## src/lamp_pkg.sv

```systemverilog
// shared constants and types for the status lamp logic
package lamp_pkg;
    localparam int unsigned CLK_HZ         = 125_000_000;
    localparam int unsigned SLOW_BLINK_HZ  = 1;
    localparam int unsigned FAST_BLINK_HZ  = 4;
    // half periods in cycles: one toggle per half period
    localparam int unsigned SLOW_HALF_CYC  = CLK_HZ / (2 * SLOW_BLINK_HZ);
    localparam int unsigned FAST_HALF_CYC  = CLK_HZ / (2 * FAST_BLINK_HZ);
    localparam int unsigned NUM_CHANNELS   = 2;
    localparam int unsigned SYNC_STAGES    = 3;

    // lamp pattern chosen for the health / operational pair
    typedef enum logic [3:0] {
        PAT_OFF        = 4'h0,
        PAT_DIAG       = 4'h1,
        PAT_FATAL      = 4'h2,
        PAT_FIRMWARE   = 4'h3,
        PAT_MEMTEST    = 4'h4,
        PAT_CFG_LOAD   = 4'h5,
        PAT_CFG_WAIT   = 4'h6,
        PAT_NOT_CONFIG = 4'h7,
        PAT_RUN        = 4'h8,
        PAT_HEALTHY    = 4'h9
    } pattern_t;

    // module state indications from firmware and host logic
    typedef struct packed {
        logic diag_running;
        logic memtest_running;
        logic fw_checksum_bad;
        logic fw_loading;
        logic cfg_loading;
        logic cfg_waiting;
        logic not_configured;
        logic configured_ok;
        logic status_scanned;
        logic fatal_error;
    } module_state_t;

    // lamp outputs for one channel
    typedef struct packed {
        logic carrier_lamp;
        logic transmit_lamp;
    } chan_lamps_t;
endpackage

```

## src/blink_divider.sv

```systemverilog
// enable-pulse divider and blink phase toggle
`timescale 1ns/1ns
`default_nettype none
module blink_divider #(
    parameter int unsigned HALF_CYC = 4
) (
    input  wire logic clk,
    input  wire logic rst_b,
    output logic      phase_q
);
    localparam int unsigned CW = $clog2(HALF_CYC);
    localparam logic [CW-1:0] LAST = CW'(HALF_CYC - 1);

    logic [CW-1:0] count_q;
    logic          tick;

    assign tick = (count_q == LAST);

    // free-running counter, tick is a one-cycle enable
    always_ff @(posedge clk) begin
        if (!rst_b) begin
            count_q <= '0;
        end else if (tick) begin
            count_q <= '0;
        end else begin
            count_q <= count_q + 1'b1;
        end
    end

    // blink phase flips once per half period
    always_ff @(posedge clk) begin
        if (!rst_b) begin
            phase_q <= 1'b0;
        end else if (tick) begin
            phase_q <= ~phase_q;
        end
    end
endmodule
`default_nettype wire

```

## src/status_led_indicator.sv

```systemverilog
// front-panel lamp driver for the fieldbus bus_controller_module
//
// Behaviour
// - health lamp blinks in diagnostics, then steady
// - operational lamp lit while host scans status
// - carrier and transmit lamp per channel
// - carrier lamp follows sensed carrier
// - transmit lamp driven by transmit enable
// - configured: both lamps steadily on
// - unconfigured or handheld session: health only
// - waiting configuration: operational blinks slowly
// - loading configuration: operational blinks rapidly
// - memory test: health blinks, operational off
// - firmware fault or load: blink together
// - fatal error: blink in opposite phase
`timescale 1ns/1ns
`default_nettype none
module status_led_indicator
    import lamp_pkg::*;
#(
    parameter int unsigned SLOW_HALF = SLOW_HALF_CYC,
    parameter int unsigned FAST_HALF = FAST_HALF_CYC
) (
    input  wire logic                         clk,
    input  wire logic                         rst_b,
    input  wire module_state_t                state_in,
    input  wire logic                         handheld_programmer_active,
    input  wire logic [NUM_CHANNELS-1:0]      carrier_sense,
    input  wire logic [NUM_CHANNELS-1:0]      transmit_enable,
    output logic                              health_lamp,
    output logic                              run_lamp,
    output chan_lamps_t [NUM_CHANNELS-1:0]    chan_lamps,
    output pattern_t                          pattern
);
    logic     slow_phase;
    logic     fast_phase;
    pattern_t pat_d;
    pattern_t pat_q;
    logic     health_d;
    logic     run_d;
    logic     health_q;
    logic     run_q;
    logic     fw_fault;
    logic     cfg_absent;
    logic     host_running;

    // behaviour of one lamp inside a pattern
    typedef enum logic [2:0] {
        LAMP_DARK     = 3'h0,
        LAMP_LIT      = 3'h1,
        LAMP_SLOW     = 3'h2,
        LAMP_SLOW_INV = 3'h3,
        LAMP_FAST     = 3'h4
    } lamp_mode_t;

    lamp_mode_t health_mode_w;
    lamp_mode_t run_mode_w;

    // pattern to lamp behaviour, kept apart from the phases so that
    // a new pattern only needs a row here, not new blink logic
    function automatic lamp_mode_t health_mode(
        input pattern_t p
    );
        lamp_mode_t m;
        m = LAMP_DARK;
        case (p)
            PAT_FATAL: begin
                m = LAMP_SLOW;
            end
            PAT_FIRMWARE: begin
                m = LAMP_SLOW;
            end
            PAT_MEMTEST: begin
                m = LAMP_SLOW;
            end
            PAT_DIAG: begin
                m = LAMP_SLOW;
            end
            PAT_CFG_LOAD: begin
                m = LAMP_LIT;
            end
            PAT_CFG_WAIT: begin
                m = LAMP_LIT;
            end
            PAT_NOT_CONFIG: begin
                m = LAMP_LIT;
            end
            PAT_RUN: begin
                m = LAMP_LIT;
            end
            PAT_HEALTHY: begin
                m = LAMP_LIT;
            end
            default: begin
                m = LAMP_DARK;
            end
        endcase
        return m;
    endfunction

    // operational lamp behaviour for each pattern
    function automatic lamp_mode_t run_mode(
        input pattern_t p
    );
        lamp_mode_t m;
        m = LAMP_DARK;
        case (p)
            PAT_FATAL: begin
                m = LAMP_SLOW_INV;
            end
            PAT_FIRMWARE: begin
                m = LAMP_SLOW;
            end
            PAT_MEMTEST: begin
                m = LAMP_DARK;
            end
            PAT_DIAG: begin
                m = LAMP_DARK;
            end
            PAT_CFG_LOAD: begin
                m = LAMP_FAST;
            end
            PAT_CFG_WAIT: begin
                m = LAMP_SLOW;
            end
            PAT_NOT_CONFIG: begin
                m = LAMP_DARK;
            end
            PAT_RUN: begin
                m = LAMP_LIT;
            end
            PAT_HEALTHY: begin
                m = LAMP_DARK;
            end
            default: begin
                m = LAMP_DARK;
            end
        endcase
        return m;
    endfunction

    // one lamp level from its behaviour and the two blink phases
    function automatic logic drive_level(
        input lamp_mode_t m,
        input logic       slow,
        input logic       fast
    );
        logic lvl;
        lvl = 1'b0;
        case (m)
            LAMP_LIT: begin
                lvl = 1'b1;
            end
            LAMP_SLOW: begin
                lvl = slow;
            end
            LAMP_SLOW_INV: begin
                lvl = ~slow;
            end
            LAMP_FAST: begin
                lvl = fast;
            end
            default: begin
                lvl = 1'b0;
            end
        endcase
        return lvl;
    endfunction

    // two blink rates from separate dividers
    blink_divider #(.HALF_CYC(SLOW_HALF)) slow_div (
        .clk     (clk),
        .rst_b   (rst_b),
        .phase_q (slow_phase)
    );
    blink_divider #(.HALF_CYC(FAST_HALF)) fast_div (
        .clk     (clk),
        .rst_b   (rst_b),
        .phase_q (fast_phase)
    );

    // condition groups that share one rung of the priority chain
    assign fw_fault     = state_in.fw_checksum_bad || state_in.fw_loading;
    assign cfg_absent   = state_in.not_configured || handheld_programmer_active;
    assign host_running = state_in.configured_ok || state_in.status_scanned;

    // priority select; fatal wins since nothing else is trustworthy then
    always_comb begin
        if (state_in.fatal_error) begin
            pat_d = PAT_FATAL;
        end else if (fw_fault) begin
            pat_d = PAT_FIRMWARE;
        end else if (state_in.memtest_running) begin
            pat_d = PAT_MEMTEST;
        end else if (state_in.diag_running) begin
            pat_d = PAT_DIAG;
        end else if (state_in.cfg_loading) begin
            pat_d = PAT_CFG_LOAD;
        end else if (state_in.cfg_waiting) begin
            pat_d = PAT_CFG_WAIT;
        end else if (cfg_absent) begin
            pat_d = PAT_NOT_CONFIG;
        end else if (host_running) begin
            pat_d = PAT_RUN;
        end else begin
            pat_d = PAT_HEALTHY;
        end
    end

    // lamp levels for the registered pattern; each lamp has its own mode decode, both share drive_level
    always_comb begin
        health_mode_w = health_mode(pat_q);
        run_mode_w    = run_mode(pat_q);
        health_d      = drive_level(health_mode_w, slow_phase, fast_phase);
        run_d         = drive_level(run_mode_w, slow_phase, fast_phase);
    end

    // registered pattern, dark in reset
    always_ff @(posedge clk) begin
        if (!rst_b) begin
            pat_q <= PAT_OFF;
        end else begin
            pat_q <= pat_d;
        end
    end

    // health lamp from a flip-flop so it never glitches
    always_ff @(posedge clk) begin
        if (!rst_b) begin
            health_q <= 1'b0;
        end else begin
            health_q <= health_d;
        end
    end

    // operational lamp from a flip-flop
    always_ff @(posedge clk) begin
        if (!rst_b) begin
            run_q <= 1'b0;
        end else begin
            run_q <= run_d;
        end
    end

    assign health_lamp = health_q;
    assign run_lamp    = run_q;
    assign pattern     = pat_q;

    // per-channel lamps; inputs come from the protocol engine's domain
    // a lone disagreeing sample between the last two stages is ignored,
    // so a late settle cannot flash a lamp for a single cycle
    genvar ch;
    generate
        for (ch = 0; ch < NUM_CHANNELS; ch++) begin : g_chan
            logic [SYNC_STAGES-1:0] cd_sync_q;
            logic [SYNC_STAGES-1:0] tx_sync_q;
            logic                   cd_q;
            logic                   tx_q;

            // carrier capture chain; stage 0 only feeds stage 1
            always_ff @(posedge clk) begin
                if (!rst_b) begin
                    cd_sync_q <= '0;
                end else begin
                    cd_sync_q <= {cd_sync_q[SYNC_STAGES-2:0], carrier_sense[ch]};
                end
            end

            // transmit capture chain; stage 0 only feeds stage 1
            always_ff @(posedge clk) begin
                if (!rst_b) begin
                    tx_sync_q <= '0;
                end else begin
                    tx_sync_q <= {tx_sync_q[SYNC_STAGES-2:0], transmit_enable[ch]};
                end
            end

            // carrier change accepted when last two stages agree
            always_ff @(posedge clk) begin
                if (!rst_b) begin
                    cd_q <= 1'b0;
                end else if (cd_sync_q[SYNC_STAGES-2] == cd_sync_q[SYNC_STAGES-1]) begin
                    cd_q <= cd_sync_q[SYNC_STAGES-1];
                end
            end

            // transmit lamp follows the synchronised enable once the last two stages agree
            always_ff @(posedge clk) begin
                if (!rst_b) begin
                    tx_q <= 1'b0;
                end else if (tx_sync_q[SYNC_STAGES-2] == tx_sync_q[SYNC_STAGES-1]) begin
                    tx_q <= tx_sync_q[SYNC_STAGES-1];
                end
            end

            // one driver for the whole channel struct
            assign chan_lamps[ch] = {cd_q, tx_q};
        end
    endgenerate
endmodule
`default_nettype wire

```

## config.mk

```make
export PLATFORM = sky130hd
export DESIGN_NAME = status_led_indicator
export DESIGN_NICKNAME = d
export VERILOG_FILES = /design/src/lamp_pkg.sv /design/src/blink_divider.sv /design/src/status_led_indicator.sv
export SDC_FILE = /design/constraint.sdc
export NUM_CORES = 1
export LEC_CHECK = 0
export BUFFER_PORTS_ARGS = -buffer_cell sky130_fd_sc_hd__buf_2
export CORE_MARGIN = 3
export CORE_UTILIZATION = 25
export CTS_CLUSTER_DIAMETER = 50
export DETAILED_ROUTE_END_ITERATION = 10
export HOLD_SLACK_MARGIN = 0.1
export SYNTH_ARGS = -nofsm -noshare
export SYNTH_HDL_FRONTEND = slang
export SYNTH_HIERARCHICAL = 1
export SYNTH_SLANG_ARGS = --single-unit
export TNS_END_PERCENT = 100
```

## constraint.sdc

```tcl
create_clock -name clk -period 2.6 [get_ports clk]
set_clock_uncertainty 0.1 [all_clocks]
set_input_delay 0.26 -clock clk [delete_from_list [all_inputs] [get_ports clk]]
set_output_delay 0.26 -clock clk [all_outputs]
set_load 0.005 [all_outputs]
```

# Yosys cells after proc, flatten, opt, wreduce, memory -nomap -nowiden
# Memory sizes are Yosys's and may differ from the RTL's.
# Index checks and enable logic that the tools add are counted.
[totals]
out_inout_bits = 10
mem_count = 2
latch_bits = 0
reg_bits = 74
ramBits = 0
wordCells = 57
mem_bits_ro = 80
[op_classes]
reduce_logical = 8
multipliers = 0
add_sub_neg = 2
bitwise = 3
shift = 0
n_div = 0
n_eq_ne = 14
order_cmp = 0
muxes = 10
[mem_list]
columns = ["name", "depth", "word_bits", "rd", "rd_clocked_by_memory_dff", "write_ports", "line", "source"]
rows = [
  ["(name not given)", 16, 3, 1, 0, 0, "status_led_indicator.sv:107", "case (p)"],
  ["(name not given)", 16, 2, 1, 0, 0, "status_led_indicator.sv:66", "case (p)"],
]
[op_table]
columns = ["cell", "count"]
rows = [
  ["$add A26 B1 Y26 const B", 1],
  ["$eq A26 B26 Y1 const B", 1],
  ["$add A24 B1 Y24 const B", 1],
  ["$eq A24 B24 Y1 const B", 1],
  ["$mux W3", 5],
  ["$eq A3 B2 Y1 const B", 4],
  ["$pmux W1 S4", 2],
  ["$reduce_or A8 Y1", 1],
  ["$eq A3 B1 Y1 const B", 2],
  ["$eq A3 B3 Y1 const B", 2],
  ["$reduce_or A2 Y1", 3],
  ["$eq A1 B1 Y1", 4],
  ["$mux W2", 2],
  ["$logic_or A1 B1 Y1", 3],
  ["$not A1 Y1", 3],
  ["$reduce_or A3 Y1", 1],
  ["$mux W1", 1],
]

# Logic depth before layout (Yosys ltp)
[logic_depth]
word_depth = 9
depth_mapped = 6
depth_no_buf = 5

# By module
# The synthesis kept the hierarchy.
[modules_own_cells]
columns = ["mod", "cells_each", "area_each_um2", "seq_area_each_um2", "n_inst"]
rows = [
  ["blink_divider at slow_div", 146, 1268.7, 540.5, 1],
  ["blink_divider at fast_div", 136, 1158.6, 500.5, 1],
  ["status_led_indicator", 85, 834.6, 440.4, 1],
]

# Worst setup path before layout
# Ideal clock, no wire load.
[synth_timing]
path_type = "register to register"
startpoint = "reg slow_div.count_q[0]"
endpoint = "reg slow_div.count_q[24]"
setup_time_ns = 0.066
n_path_buf = 1
t_arrival_ns = 1.936
required_time_ns = 2.434
stages_incl_launch_ff = 7
path_slack_ns = 0.498
cell_sequence = "dfxtp_1 ha_1 nand4_4 or4_1 buf_2 or4_4 a21oi_2"
[synth_via]
elab_chain_cells = 2
word_cells_on_any_way = 3
[synth_rtl]
columns = ["element", "line", "source"]
rows = [
  ["from (decl)", "blink_divider.sv:14", "logic [CW-1:0] count_q;"],
  ["from (signal assigned)", "blink_divider.sv:26", "count_q <= count_q + 1'b1;"],
  ["parallel branches: the longest is 2 deep, another holds $add A26 B1 Y26", "n/a", ""],
]
# Parallel ways; which one is timed is not known.
# A chain may end at the register's enable or synchronous reset.

# Worst setup path after layout
# Ends and elaborated chain as after synthesis.

==> metrics.md <==
| Metric | Value |
|---|---|
| Status | finished clean |
| Detailed Route WL | 6430 um |
| Avg WL per Cell | 11.1 um |
| Unrepaired setup endpoints after global routing | false |
| Largest net degree at the start of global routing | 27 |
| HPWL after DPL | 4580 um |
| DR pass1 iterations | 5 |
| Starting density of the core | 25.7% |
| Clk slew on worst S/H paths | 0.06 ns |
| Async SR Flop Fraction | 0% |
| Crit path largest cell delay | 0.68 ns |
| Critical path's slowest cell | or4_1 |
| Maximum vdd ir drop | 0.000267 V |
| Final antenna-violating net count | 0 |
| Global route overflow | 0 |
| Worst EP arrival | 2.40 ns |
| Hold Vio Cnt, Final | 0 |
| Hold WS | 0.140 ns |
| Routability cong. | 0.815 |
| Launch point of the worst path | slow_div/count_q[0]$_SDFF_PP0_ |
| Worst Path Max Fanout | 8 |
| Syn Area/Cell | 8.89 um^2 |
| Commonest non-fill, non-tap cell in the layout | dfxtp_1 |
| WS Path Type | register to register |
| Initial antenna violation count | 0 |
| Row Count | 41 |
| Synth-to-layout area growth | 20.7% |
| Clock root buffer master | clkbuf_16 |
| Vias in the first global route | 2512 |
| H-tree depth | 3 |
| Hold Crit Start | state_in[7] |
| Overall power | 2550 uW |
| P_leak | 0.00129 uW |
| Top_reg_cell synth | dfxtp_1 |
| Top Family by Delay on Critical Path | simple AND/OR/NAND/NOR gates |
| Final Setup Violations | 0 |
| Fmax | 449 MHz |
| Via density | 4.60 |
| Die ar. | 14500 um^2 |
| Post-synth cell types | 49 |
| Ant diodes | 0 |
| Die Ht | 120 um |
| Non-filler cells, final | 577 |
| Final period utilization | 85.7% |
| Critical path endpoint category | register |
| Fin worst setup slack | 0.372 ns |
| Netlist Area Pre-Place | 3260 um^2 |
| Clock Tree Buf Depth | 2 |
| Placed instance count | 555 |
| # nets final | 421 |
| Critical path depth | 5 |
| Post-synth net total | 387 |
| Final min period | 2.23 ns |
| Filler cell count | 1314 |
| CTS tree | built |
| Synth warnings | 6 |
| Slew headroom | 57.6% |
| Setup bufs post-CTS | 0 |
| First-pass GRT wire length | 11200 um |
| Req. time, crit path | 2.77 ns |
| Drt drc | 0 |
| CTS Sinks | 74 |
| R2r endpoint | slow_div/count_q[24]$_SDFF_PP0_ |
| Cts bufs inserted | 9 |
| Most frequent cells in the layout | dfxtp_1, nor2_1, buf_2, nand2_1, a21oi_1 |
| Setup TNS | 0 ns |
| Power per Cell Area | 647 nW/um^2 |
| Hold EP | pattern[2]$_SDFF_PP0_ |
| FF-to-FF path depth | 5 |
| Worst Path Buf+Inv | 0 |
| Core box area | 12700 um^2 |
| Syn Inst Count | 367 |
| Worst r2r src | slow_div/count_q[0]$_SDFF_PP0_ |
| Least-Margin Pin Slew | 0.630 ns |
| Max-Cap Viols | 0 |
| Placement Setup Slack | 0.380 ns |
| Total track usage | 9.27% |
| Reg2reg setup slack | 0.37 ns |
| Layout cells sized above 1 | 14.3% |
| DRT iter0 DRCs | 180 |
| WHS Path Cells | 3 |
| Number of synthesized flops with an enable pin | 0 |
| Synthesized flop and latch total | 74 |
| Number of port buffers | 26 |
| Clock Latency Late Sink | 0.33 ns |
| Post-synthesis sequential area ratio | 45.4% |
| Crit-path cells | ha_1 -> nand4_4 -> or4_1 -> or4_4 -> a21oi_2 |
| Max Slew Vio Count | 0 |
| Die span in x | 120 um |
| CP Launch Type | register |
| Boundary Pins | 27 |
| Hold WC Path Type | input port to register |
| Vias after detailed routing | 2657 |
[per-layer routing]
metal / routed length, um / vias to the layer above / track usage (%)
met3: 293 / 2 / 3.55
met1: 3040 / 1230 / 11.7
met5: 0 / - / 0
met2: 3090 / 47 / 15.1
met4: 7 / 0 / 1.91
li1: - / 1378 / -
[worst min-delay path, delay by kind of cell]
| kind | cells | cell delay (ns) |
|---|---|---|
| compound gates | 1 | 0.10 |
| buf+inv | 1 | 0.10 |
| simple gates | 1 | 0.06 |
[stage by stage]
stage	util, %	area (um^2)
2_1_floorplan	-	3260
3_3_place_gp	28.0	3550
3_5_place_dp	28.0	3550
4_1_cts	31.1	3940
5_1_grt	31.1	3940
6_report	31.1	3940
[sequential cells by signal, summed over array words and instances (netlist names)]
name and flops:
fast_div/count_q 24, fast_div/phase_q 1, g_chan.cd_q 2, g_chan.cd_sync_q 6, g_chan.tx_q 2, g_chan.tx_sync_q 6, health_lamp 1, pattern 4
run_lamp 1, slow_div/count_q 26, slow_div/phase_q 1
[synthesized netlist by cell type, types with 2 or more instances]
| cell | instances | share of area [%] |
|---|---|---|
| or3_1 | 15 | 2.9 |
| buf_4 | 4 | 0.92 |
| o31ai_1 | 9 | 2.1 |
| and2_1 | 13 | 2.5 |
| a31oi_1 | 2 | 0.38 |
| nand4b_1 | 2 | 0.54 |
| nand4_4 | 2 | 1.3 |
| nand2_1 | 23 | 2.6 |
| nor3_1 | 8 | 1.2 |
| or4_4 | 2 | 0.69 |
| and4_1 | 3 | 0.81 |
| a21boi_0 | 5 | 1.2 |
| o21bai_1 | 2 | 0.46 |
| nand4_1 | 9 | 1.7 |
| xnor2_1 | 20 | 5.4 |
| o21ai_0 | 20 | 3.1 |
| o211ai_1 | 2 | 0.46 |
| buf_2 | 5 | 0.77 |
| xor2_1 | 5 | 1.3 |
| nor4b_1 | 6 | 1.6 |
| nand3_1 | 13 | 2.0 |
| inv_1 | 17 | 2.0 |
| or4_1 | 11 | 2.5 |
| clkbuf_1 | 2 | 0.23 |
| nor2_1 | 37 | 4.3 |
| dfxtp_1 | 74 | 45 |
| or2_2 | 2 | 0.38 |
| nor4_1 | 8 | 1.5 |
| nand2b_1 | 2 | 0.38 |
| and3_1 | 2 | 0.38 |
| a21oi_1 | 22 | 3.4 |
| ha_1 | 3 | 1.2 |
[kinds of logic (layout without fill, tap and decap cells)]
family,count (synthesis),after routing,share of synthesized area (%)
fa+ha+maj,3,3,1.15
xor+xnor,25,25,6.71
mux,1,1,0.307
flops,74,74,45.4
buf+inv,31,69,4.49
compound gates,69,69,12.9
simple gates,164,164,29.0
[cell type report]
cell class                 instances  area [um^2]  share of cell area, %
timing repair buffer              36          223                   5.66
clock inverter                     6         90.1                   2.29
inverter                          18         67.6                   1.72
multi-input combinational        262         1630                   41.5
tap                              172          215                   5.47
clock buffer                       9          225                   5.72
sequential                        74         1480                   37.6
[worst max path at each step]
stage / to / slack [ns]
final: slow_div/count_q[24]$_SDFF_PP0_ / 0.37
after global routing: slow_div/count_q[24]$_SDFF_PP0_ / 0.25
after CTS: slow_div/count_q[24]$_SDFF_PP0_ / 0.38
after detailed placement: slow_div/count_q[24]$_SDFF_PP0_ / 0.38
after global placement: slow_div/count_q[24]$_SDFF_PP0_ / 0.43
after floorplan: slow_div/count_q[24]$_SDFF_PP0_ / 0.50
[what timing repair did]
| action | CTS | global route |
|---|---|---|
| hold buffers | 7 | 0 |
| endpoints found under the hold margin | 6 | 0 |
| gates resized for setup | 0 | 0 |
[report_power, final]
group	total [uW]	switching [uW]	internal [uW]
Combinational	84.7	43.4	41.4
Sequential	1170	14.8	1150
Clock	1290	457	837
Total	2550	515	2030
Note: power is estimated with default switching activity, not from simulation.
